<file path="src/sef_event_regs.svh">
/*
  Constants for the sensor and actuator event payload formatter: reading-width
  codes, the actuator event category, byte counts and payload limits.
  Assumes it is included by bare name from the package and from design files.
*/
`ifndef SEF_EVENT_REGS_SVH
`define SEF_EVENT_REGS_SVH

// ==========================================================================
// reading-width codes, in the order the format list gives them
`define SEF_WIDTH_U8          8'h00
`define SEF_WIDTH_S8          8'h01
`define SEF_WIDTH_U16         8'h02
`define SEF_WIDTH_S16         8'h03
`define SEF_WIDTH_U32         8'h04
`define SEF_WIDTH_S32         8'h05

// ==========================================================================
// byte counts for each integer size
`define SEF_BYTES_NONE        3'h0
`define SEF_BYTES_1           3'h1
`define SEF_BYTES_2           3'h2
`define SEF_BYTES_4           3'h4

// ==========================================================================
// actuator event category: only operational-state change is defined
`define SEF_ACT_OPERATING_CHANGE 8'h00

// ==========================================================================
// payload buffer limits
`define SEF_MAX_BYTES         9
`define SEF_LEN_ONE           4'h1
`define SEF_LEN_TWO           4'h2
`define SEF_LEN_FIVE          4'h5
`define SEF_HDR_NUMERIC       4'h3
`define SEF_HDR_THRESHOLD     4'h1
`define SEF_IDX_ZERO          4'h0
`define SEF_IDX_ONE           4'h1

`endif

</file>
<file path="src/sef_event_pkg.sv">
/*
  Types for the sensor and actuator event payload formatter.
  Assumes sef_event_regs.svh sits in the same folder.
*/
`include "sef_event_regs.svh"

package sef_event_pkg;

  // ========================================================================
  // event kinds the formatter can build
  typedef enum logic [1:0] {
    SEF_KIND_NUMERIC   = 2'h0,
    SEF_KIND_SENSOR_OP = 2'h1,
    SEF_KIND_ACTUATOR  = 2'h2,
    SEF_KIND_THRESHOLD = 2'h3
  } sef_kind_type;

  // serializer states, one-hot
  typedef enum logic [1:0] {
    SEF_ST_IDLE = 2'b01,
    SEF_ST_SEND = 2'b10
  } sef_state_type;

  // payload bytes, element 0 goes out first
  typedef logic [`SEF_MAX_BYTES-1:0][7:0] sef_bytes_type;

  // bytes taken by a reading-width code; zero marks an undefined code
  function automatic logic [2:0] sef_width_bytes(input logic [7:0] code);
    case (code)
      `SEF_WIDTH_U8, `SEF_WIDTH_S8:   sef_width_bytes = `SEF_BYTES_1;
      `SEF_WIDTH_U16, `SEF_WIDTH_S16: sef_width_bytes = `SEF_BYTES_2;
      `SEF_WIDTH_U32, `SEF_WIDTH_S32: sef_width_bytes = `SEF_BYTES_4;
      default:                        sef_width_bytes = `SEF_BYTES_NONE;
    endcase
  endfunction

endpackage

</file>
<file path="src/sef_payload_if.sv">
/*
  Carries a built payload from the field builder to the serializer.
  Assumes both ends run on the same clock; the content is combinational.
*/
`timescale 1ns/1ns

interface sef_payload_if;
  import sef_event_pkg::*;

  sef_bytes_type bytes;     // payload, element 0 first
  logic [3:0]    len;       // number of valid bytes
  logic          bad_width; // reading-width code undefined

  modport builder (output bytes, output len, output bad_width);
  modport framer  (input bytes, input len, input bad_width);
endinterface

</file>
<file path="src/sef_field_builder.sv">
/*
  Builds the byte image of one event payload from its fields.
  Assumes inputs are stable for the cycle in which the framer samples them.
*/
`timescale 1ns/1ns
`include "sef_event_regs.svh"

module sef_field_builder (
  input  wire sef_event_pkg::sef_kind_type kind,
  input  wire logic [7:0]                  current_state_code,
  input  wire logic                        prior_known,
  input  wire logic [7:0]                  prior_code,
  input  wire logic [7:0]                  reading_width_code,
  input  wire logic [31:0]                 current_value,
  input  wire logic [31:0]                 hysteresis_value,
  input  wire logic [15:0]                 actuator_identifier,
  sef_payload_if.builder                   pl
);
  import sef_event_pkg::*;

  logic [2:0] vbytes;
  logic [7:0] prior_sel;

  // ========================================================================
  // field placement
  // an unknown prior code repeats the current one, in every kind that carries a prior byte (all but threshold)
  always_comb begin
    vbytes       = sef_width_bytes(reading_width_code);
    prior_sel    = prior_known ? prior_code : current_state_code;
    pl.bytes     = '0;
    pl.len       = `SEF_LEN_ONE;
    pl.bad_width = 1'b0;
    case (kind)
      SEF_KIND_NUMERIC: begin
        pl.bytes[0] = current_state_code;
        pl.bytes[1] = prior_sel;
        pl.bytes[2] = reading_width_code;
        for (int i = 0; i < 4; i++) begin
          // value bytes low first, exactly as many as the code says
          if (3'(i) < vbytes) begin
            pl.bytes[3 + i] = current_value[8*i +: 8];
          end
        end
        pl.len       = `SEF_HDR_NUMERIC + 4'(vbytes);
        pl.bad_width = (vbytes == `SEF_BYTES_NONE);
      end
      SEF_KIND_SENSOR_OP: begin
        pl.bytes[0] = current_state_code;
        pl.bytes[1] = prior_sel;
        pl.len      = `SEF_LEN_TWO;
      end
      SEF_KIND_ACTUATOR: begin
        pl.bytes[0] = actuator_identifier[7:0];
        pl.bytes[1] = actuator_identifier[15:8];
        pl.bytes[2] = `SEF_ACT_OPERATING_CHANGE;
        pl.bytes[3] = current_state_code;
        pl.bytes[4] = prior_sel;
        pl.len      = `SEF_LEN_FIVE;
      end
      SEF_KIND_THRESHOLD: begin
        // threshold and hysteresis share the sensor's reading format
        pl.bytes[0] = reading_width_code;
        for (int i = 0; i < 4; i++) begin
          if (3'(i) < vbytes) begin
            pl.bytes[1 + i] = current_value[8*i +: 8];
            pl.bytes[4'(1 + i) + 4'(vbytes)] = hysteresis_value[8*i +: 8];
          end
        end
        pl.len       = `SEF_HDR_THRESHOLD + 4'({vbytes, 1'b0});
        pl.bad_width = (vbytes == `SEF_BYTES_NONE);
      end
      default: begin
        pl.bad_width = 1'b1;
      end
    endcase
  end

endmodule

</file>
<file path="src/sef_event_formatter.sv">
/*
  Sensor and actuator event payload formatter: takes one event's fields,
  builds its payload and sends it one byte a cycle on a valid/ready stream.
  Assumes every input comes from logic on ref_clk; no pin reaches it directly.
*/
`timescale 1ns/1ns
`include "sef_event_regs.svh"

module sef_event_formatter (
  input  wire logic                        ref_clk,
  input  wire logic                        srst,
  // event request
  input  wire logic                        start,
  input  wire sef_event_pkg::sef_kind_type kind,
  input  wire logic [7:0]                  current_state_code,
  input  wire logic                        prior_known,
  input  wire logic [7:0]                  prior_code,
  input  wire logic [7:0]                  reading_width_code,
  input  wire logic [31:0]                 current_value,
  input  wire logic [31:0]                 hysteresis_value,
  input  wire logic [15:0]                 actuator_identifier,
  output logic                             start_ready,
  output logic                             width_error,
  // byte stream toward the management controller
  output logic                             out_valid,
  output logic [7:0]                       out_data,
  output logic                             out_last,
  input  wire logic                        out_ready
);
  import sef_event_pkg::*;

  sef_payload_if pl ();

  sef_state_type state;
  sef_state_type next_state;
  sef_bytes_type held;
  sef_bytes_type next_held;
  logic [3:0]    len;
  logic [3:0]    next_len;
  logic [3:0]    idx;
  logic [3:0]    next_idx;
  logic          next_start_ready;
  logic          next_width_error;
  logic          next_out_valid;
  logic [7:0]    next_out_data;
  logic          next_out_last;
  logic          accept;           // a well-formed event is taken at this edge
  logic          refuse;           // a numeric or threshold event with an undefined width code is dropped
  logic          advance;          // the receiver takes a byte that is not the last
  logic          finish;           // the receiver takes the last byte
  logic          stray;            // state holds an illegal one-hot code

  // ==========================================================================
  // payload builder
  // byte images, first byte out first, multi-byte fields low byte first:
  //   numeric   : current, prior, width code, 1/2/4 value bytes
  //   sensor op : new condition, prior condition
  //   actuator  : identifier low, identifier high, category, new, prior
  //   threshold : width code, threshold bytes, hysteresis bytes
  // the builder is purely combinational; its image is only trusted at the
  // edge that takes a start, when the request fields are sampled
  sef_field_builder u_builder (
    .kind                (kind),
    .current_state_code  (current_state_code),
    .prior_known         (prior_known),
    .prior_code          (prior_code),
    .reading_width_code  (reading_width_code),
    .current_value       (current_value),
    .hysteresis_value    (hysteresis_value),
    .actuator_identifier (actuator_identifier),
    .pl                  (pl)
  );

  // ==========================================================================
  // handshake strobes
  // every register group below steers on these, so the two ends of a transfer
  // are decoded once and cannot drift apart
  // timing: a start taken at one edge shows its first byte after that edge;
  // a stall of out_ready simply keeps the current byte on the wires
  always_comb begin
    accept  = 1'b0;
    refuse  = 1'b0;
    advance = 1'b0;
    finish  = 1'b0;
    stray   = 1'b0;
    case (state)
      SEF_ST_IDLE: begin
        // a numeric or threshold event with an undefined width code is dropped, a receiver could not parse it
        accept = start && start_ready && !pl.bad_width;
        refuse = start && start_ready && pl.bad_width;
      end
      SEF_ST_SEND: begin
        advance = out_ready && !out_last;
        finish  = out_ready && out_last;
      end
      default: begin
        // illegal one-hot codes fall back to idle
        stray = 1'b1;
      end
    endcase
  end

  // ==========================================================================
  // control next state
  // the width code is ignored for kinds that carry no reading
  always_comb begin
    next_state       = state;
    next_len         = len;
    next_idx         = idx;
    next_start_ready = start_ready;
    next_width_error = refuse; // one-cycle pulse, nothing is sent
    case (state)
      SEF_ST_IDLE: begin
        if (accept) begin
          next_len         = pl.len;
          next_idx         = `SEF_IDX_ONE;
          next_start_ready = 1'b0;
          next_state       = SEF_ST_SEND;
        end
      end
      SEF_ST_SEND: begin
        if (finish) begin
          // a new event is taken at the edge after the last byte leaves
          next_start_ready = 1'b1;
          next_state       = SEF_ST_IDLE;
        end else if (advance) begin
          next_idx = idx + `SEF_IDX_ONE;
        end
      end
      default: begin
        next_state       = SEF_ST_IDLE;
        next_start_ready = 1'b1;
      end
    endcase
  end

  // ==========================================================================
  // control registers
  // len and idx only matter while sending
  always_ff @(posedge ref_clk) begin
    if (srst) begin
      state       <= SEF_ST_IDLE;
      len         <= `SEF_IDX_ZERO;
      idx         <= `SEF_IDX_ZERO;
      start_ready <= 1'b1;
      width_error <= 1'b0;
    end else begin
      state       <= next_state;
      len         <= next_len;
      idx         <= next_idx;
      start_ready <= next_start_ready;
      width_error <= next_width_error;
    end
  end

  // ==========================================================================
  // payload store next state
  // the payload is copied whole on acceptance so the requester may move on;
  // storage is flip-flops, read by idx while sending
  always_comb begin
    next_held = held;
    if (accept) begin
      next_held = pl.bytes;
    end
  end

  // payload store registers
  always_ff @(posedge ref_clk) begin
    if (srst) begin
      held <= '0;
    end else begin
      held <= next_held;
    end
  end

  // ==========================================================================
  // stream output next state
  // fields leave in listed order, each held until the receiver takes it;
  // out_data keeps its last byte when idle, only out_valid qualifies it
  always_comb begin
    next_out_valid = out_valid;
    next_out_data  = out_data;
    next_out_last  = out_last;
    if (accept) begin
      next_out_data  = pl.bytes[`SEF_IDX_ZERO];
      next_out_valid = 1'b1;
      next_out_last  = (pl.len == `SEF_LEN_ONE);
    end else if (advance) begin
      next_out_data = held[idx];
      next_out_last = (idx == len - `SEF_IDX_ONE);
    end else if (finish || stray) begin
      next_out_valid = 1'b0;
      next_out_last  = 1'b0;
    end
  end

  // stream output registers
  always_ff @(posedge ref_clk) begin
    if (srst) begin
      out_valid <= 1'b0;
      out_data  <= 8'h00;
      out_last  <= 1'b0;
    end else begin
      out_valid <= next_out_valid;
      out_data  <= next_out_data;
      out_last  <= next_out_last;
    end
  end

endmodule

</file>
<file path="config.mk">
export PLATFORM = sky130hd
export DESIGN_NAME = sef_event_formatter
export DESIGN_NICKNAME = d
export VERILOG_FILES = /design/src/sef_event_pkg.sv /design/src/sef_payload_if.sv /design/src/sef_field_builder.sv /design/src/sef_event_formatter.sv
export VERILOG_INCLUDE_DIRS = /design/src
export SDC_FILE = /design/constraint.sdc
export NUM_CORES = 1
export LEC_CHECK = 0
export ABC_AREA = 1
export BUFFER_PORTS_ARGS = -buffer_cell sky130_fd_sc_hd__buf_4
export CAP_MARGIN = 10
export CORE_ASPECT_RATIO = 1.25
export CORE_MARGIN = 2
export CORE_UTILIZATION = 45
export CTS_CLUSTER_SIZE = 40
export DETAILED_ROUTE_END_ITERATION = 8
export PLACE_DENSITY = 0.76
export SLEW_MARGIN = 15
export SYNTH_ARGS = -nofsm -noshare
export SYNTH_HDL_FRONTEND = slang
export SYNTH_SLANG_ARGS = --single-unit
</file>
<file path="constraint.sdc">
create_clock -name ref_clk -period 4.88 [get_ports ref_clk]
set_input_delay 0.976 -clock ref_clk [delete_from_list [all_inputs] [get_ports ref_clk]]
set_output_delay 0.976 -clock ref_clk [all_outputs]
set_load 0.05 [all_outputs]
</file>
==> results of run 1 <==
==> layout by cell type (no fill, tap or decap), types with 3 or more instances in the layout <==
master	count
or2_2	7
ha_1	15
inv_1	97
clkbuf_16	9
nand2_1	388
nand4_1	14
mux2i_1	9
nand3_1	74
nor2_1	86
nand2_2	5
o21bai_1	5
buf_4	132
nand3b_1	4
a32oi_1	8
nor2_2	12
clkbuf_1	3
dfxtp_1	93
a21oi_1	79
o211ai_1	32
nor2_4	6
nand3_2	4
a221oi_1	6
o21ai_1	13
a31oi_1	5
o22ai_1	5
inv_2	8
xor2_1	3
nor3_1	4
o21ai_0	134
==> flip-flops by register name (all words and copies together) (netlist names) <==
name	cells
held	72
idx	4
len	4
out_data	8
out_last	1
out_valid	1
state	2
width_error	1
==> where the power goes <==
part,total (mW),switching [mW],internal [mW]
combinational,0.468,0.308,0.160
clock,0.634,0.279,0.355
sequential,0.804,0.0156,0.789
total,1.91,0.602,1.30
==> critical path, stage by stage <==
cell and delay [ns]:
buf_4 0.11, nor2_2 0.16, nand3_2 0.44, ha_1 0.51, a21oi_1 0.17, nand2_1 0.06
buf_4 0.21, nor2_1 0.17, inv_2 0.12, nor2_1 0.65, o21ai_0 0.29, o21bai_1 0.24
nand2_1 0.06
==> cell type report <==
cell class / instances / area (um^2) / area share, %
Multi-Input combinational cell: 931 / 4570 / 54.6
Sequential cell: 93 / 1860 / 22.3
Timing Repair Buffer: 133 / 1010 / 12.1
Inverter: 107 / 402 / 4.80
Tap cell: 212 / 265 / 3.17
Clock buffer: 13 / 250 / 2.99
Clock inverter: 2 / 10.0 / 0.120
==> how the worst max path moves through the flow <==
stage,end,start,cells past startpoint
2_1_floorplan,held[16],reading_width_code[6],15
3_3_place_gp,held[63],reading_width_code[5],13
3_5_place_dp,held[63],reading_width_code[5],13
4_1_cts,held[63],reading_width_code[5],13
5_1_grt,held[63],reading_width_code[5],13
6_report,held[63],reading_width_code[5],13
==> routing by layer <==
layer / part of all wire, % / global-route usage, %
met3: 9.2 / 4.65
met2: 45 / 59.9
met5: 0 / 0
met1: 38 / 47.1
met4: 7.3 / 24.1
==> synth_stat cells, types with 10 or more instances <==
master    number
nand2_1      388
o21ai_0      134
inv_1         97
dfxtp_1       93
nor2_1        86
a21oi_1       79
nand3_1       74
clkbuf_1      41
o211ai_1      32
ha_1          15
nand4_1       14
o21ai_1       13
nor2_2        12
buf_2         10
==> kinds of logic after synthesis <==
| family | Yosys count | share of synthesized area [%] |
|---|---|---|
| adder cells (fa/ha/maj) | 15 | 2.66 |
| multiplexers | 9 | 1.27 |
| other | 1 | 0.0531 |
| flip-flops | 93 | 26.3 |
| buffers and inverters | 164 | 9.05 |
| AND/OR/NAND/NOR | 609 | 36.9 |
| AO/OA/AOI/OAI | 292 | 23.1 |
| XOR/XNOR | 5 | 0.620 |
==> per-stage QoR <==
step | hold WS [ns] | total power, mW | worst slack, ns | area (um^2)
final | 0.448 | 1.91 | 0.971 | 8370
after global routing | 0.471 | 1.97 | 0.727 | 8370
after CTS | 0.448 | 1.89 | 1.10 | 8370
after detailed placement | 0.434 | 1.27 | 0.730 | 8110
after global placement | 0.431 | 1.27 | 0.786 | 8110
after floorplan | 0.421 | 1.07 | 1.93 | 7070
==> metrics.cfg, run 1 <==
[critical_path]
arrival_ns=4.20
crit_path_start_kind=primary input
rr_startpoint=state[0]
reg2reg_depth=10
worstSetupEndpointType=flip-flop
crit_path_max_fanout=21
ff2ff_setup_slack_ns=2.44
required_ns=5.17
worstSetupPathType=in -> reg
r2r_end=held[63]

[floorplan]
num_rows=51
ioPinCount=123
die_height_um=144
dieArea_mm2=0.0167
die_x_um=116
core_mm2=0.0155
start_util_pct=45.6

[global_routing]
grt_pass1_vias=7902
antenna_found_initial=0
grt_max_degree=39
grt-ovfl-total=0
grt_usage_pct=37.4
grt_first_pass_wirelength_mm=46.1

[drt]
wirelength_mm=31.4
antenna_left=0
drt-initial-drc-count=1188
dr_total_vias=8695
dr.pass1.iters=6
wl_per_cell_um=21.1
drc_errors=0
via_per_inst=5.83

[placed_design]
post-place-cells=1476
hpwl_mm=25.0
numPortBuffers=122
place_congestion=1.05

[flow_run]
drv_cap=0

[logic_synthesis]
ys_warn_count=0
synth-edff-count=0
yosys.area.top_type_share_pct=26.3
syn_area_mm2=0.00707
syn_area_per_cell_um2=5.95
ys_seq_area_share_pct=26.3
synthFlopType=dfxtp_1
ys_ff_latch=93
ys_async_sr_fraction_pct=0
synth_area_leaders=dfxtp_1 (26%), nand2_1 (21%), o21ai_0 (9.5%)
syn_inst=1188
synth_top_area_cell=dfxtp_1
synth.distinct_cells=42
synthesis.nets=1314

[cells_and_area]
area_growth_pct=18.4
drive_gt1_share_pct=15.1
antenna_cells=0
final_util_pct=54.0
fillCellCount=1691
layout.cells.non_filler=1491
final_nets=1401

[sta]
skew_ns=0.00560
tightestPinTransition_ns=0.964
timing.final.crit_share_pct=80.1
finalCriticalPeriod_ns=3.91
rsz0062_at_grt=false
fmaxAchievable_ghz=0.256
fin_tns_setup_ns=0
hold_violations=0
relSlewSlack_pct=35.7
final_max_slew_viol_count=0
final-setup-viol-count=0

[clock_tree]
clk_latency_ns=0.35
holdBufCountCts=0
path_clk_slew_ns=0.06
post_cts_buffers=0
htree_levels=3
cts_buffer_depth=2
clock_sinks=93
cts-root-buf=clkbuf_16
cts_buffers=9
cts_tree=done
ctsResizeCount=0

[pwr]
p_per_area_mw_per_mm2=228
cellLeakagePower_nw=3.98
ir_drop_mv=0.138

[hold_path]
hold_end=held[22]
hold_depth=2
hold_path_class=reg -> reg
hp-start=held[22]

[outcome]
outcome=completed

No activity file was read; power rests on OpenSTA's default activity.
==> run 2: changes to the inputs <==
- clock period: 4.88 -> 3.6 ns (I/O delays scaled with it)
==> metrics.cfg, run 2 (synthesis gave the netlist of run 1 again) <==
[outcome]
outcome=completed

[critical_path]
crit_path_max_fanout=9  ; -57%
worstSetupPathType=in -> reg
r2r_end=out_data[6]
ff2ff_setup_slack_ns=1.36  ; -1.08 ns
crit_path_start_kind=primary input
reg2reg_depth=7  ; -3
required_ns=3.87  ; -1.30 ns
worstSetupEndpointType=flip-flop
arrival_ns=3.39  ; -0.81 ns
rr_startpoint=idx[1]

[clock_tree]
clock_sinks=93  ; unchanged
ctsResizeCount=0  ; unchanged
path_clk_slew_ns=0.07  ; about the same
clk_latency_ns=0.34  ; about the same
cts_buffers=9  ; unchanged
cts-root-buf=clkbuf_16
cts_buffer_depth=2  ; unchanged
htree_levels=3  ; unchanged
cts_tree=done
post_cts_buffers=0  ; unchanged
holdBufCountCts=0  ; unchanged

[sta]
fin_tns_setup_ns=0  ; unchanged
finalCriticalPeriod_ns=3.12
timing.final.crit_share_pct=86.7
fmaxAchievable_ghz=0.320
final_max_slew_viol_count=0  ; unchanged
relSlewSlack_pct=31.8  ; -3.9 points
rsz0062_at_grt=false
tightestPinTransition_ns=1.02  ; +0.0570 ns
hold_violations=0  ; unchanged
final-setup-viol-count=0  ; unchanged
skew_ns=0.0105  ; +0.00491 ns

[hold_path]
hold_end=held[47]
hp-start=held[47]
hold_path_class=reg -> reg
hold_depth=2  ; unchanged

[pwr]
cellLeakagePower_nw=4.03  ; +1.3%
ir_drop_mv=0.209  ; +52%
p_per_area_mw_per_mm2=315  ; +38%

[floorplan]
ioPinCount=123  ; unchanged
die_height_um=144  ; unchanged
num_rows=51  ; unchanged
start_util_pct=45.6  ; unchanged
core_mm2=0.0155  ; unchanged
dieArea_mm2=0.0167  ; unchanged
die_x_um=116  ; unchanged

[global_routing]
grt_pass1_vias=7994  ; +1.2%
grt-ovfl-total=0  ; unchanged
grt_usage_pct=37.4  ; +0.046 points
grt_first_pass_wirelength_mm=46.6  ; +1.1%
antenna_found_initial=0  ; unchanged
grt_max_degree=59  ; +51%

[cells_and_area]
final_nets=1409  ; +0.57%
largest_register_ffs=72  ; unchanged
layout.cells.non_filler=1500  ; +0.60%
antenna_cells=0  ; unchanged
multi_input_area_mm2=0.00457  ; unchanged
final_util_pct=54.4  ; +0.48 points
area_growth_pct=19.4
final_common_cell=nand2_1
drive_gt1_share_pct=15.9  ; +0.83 points
reg.largest.list=held: 72 flops, out_data: 8 flops
fillCellCount=1662  ; -1.7%
final_area_mm2=0.00844  ; +0.90%
layout_common_cells=nand2_1 (388), buf_4 (141), o21ai_0 (134), inv_1 (97), dfxtp_1 (93)
top_register=held
regArea_mm2=0.00186  ; unchanged

[placed_design]
post-place-cells=1484  ; +0.54%
numPortBuffers=122  ; unchanged
place_congestion=1.04  ; -1.6%
post_dp_cell_area_mm2=0.00815  ; +0.59%
hpwl_mm=25.0  ; -0.15%

[drt]
via_per_inst=5.87  ; +0.62%
wl_per_cell_um=20.9  ; -1.0%
drc_errors=0  ; unchanged
antenna_left=0  ; unchanged
dr_total_vias=8802  ; +1.2%
dr.pass1.iters=7  ; +1
wirelength_mm=31.3  ; -0.45%
drt-initial-drc-count=1331  ; +12%

[flow_run]
drv_cap=0  ; unchanged

## run 2: metal layers
| layer | GRT usage [%] | vias up | share of wire [%] | wire length (um) |
|---|---|---|---|---|
| li1 | - | 4124 | - | - |
| met1 | 48.3 | 4001 | 39 | 12200 |
| met2 | 58.8 | 576 | 45 | 14000 |
| met3 | 5.91 | 101 | 9.6 | 3010 |
| met4 | 21.7 | 0 | 6.7 | 2080 |
| met5 | 0 | - | 0 | 0 |
## run 2: layout make-up
class / count / area share (%)
sequential: 93 / 22.1
multi-input combinational: 931 / 54.1
inverter: 107 / 4.76
clock buffer: 9 / 2.67
tap: 212 / 3.14
clock inverter: 7 / 0.741
timing repair buffer: 141 / 12.5
## run 2: how the worst max path moves through the flow
| stage | start | endpoint | slack, ns |
|---|---|---|---|
| 6_report | reading_width_code[5] | held[52] | 0.48 |
| 5_1_grt | reading_width_code[5] | held[31] | 0.19 |
| 4_1_cts | reading_width_code[5] | held[39] | 0.55 |
| 3_5_place_dp | reading_width_code[5] | held[39] | 0.20 |
| 3_3_place_gp | reading_width_code[5] | out_data[3] | 0.22 |
| 2_1_floorplan | reading_width_code[6] | held[16] | 0.90 |
## run 2: report_power, final
group | internal, mW | total [mW] | switching (mW) | leakage (nW)
sequential | 1.07 | 1.10 | 0.0308 | 0.755
combinational | 0.218 | 0.628 | 0.410 | 3.13
clock | 0.485 | 0.933 | 0.448 | 0.144
total | 1.77 | 2.66 | 0.888 | 4.03
## run 2: worst max-delay path: stages
cell,delay [ns]
buf_4,0.12
nor2_2,0.16
nand2_2,0.13
inv_1,0.07
nand4_1,0.35
ha_1,0.40
a21oi_1,0.17
nand2_1,0.18
nor2_1,0.21
inv_2,0.13
nor2_2,0.30
inv_1,0.24
o21ai_0,0.20
## run 2: per-stage QoR
stage / total power [mW] / setup slack, ns / hold slack [ns]
floorplan: 1.45 / 0.905 / 0.421
global placement: 1.73 / 0.221 / 0.432
global route: 2.76 / 0.194 / 0.465
finish: 2.66 / 0.478 / 0.454
CTS: 2.65 / 0.553 / 0.455
detailed placement: 1.73 / 0.204 / 0.437
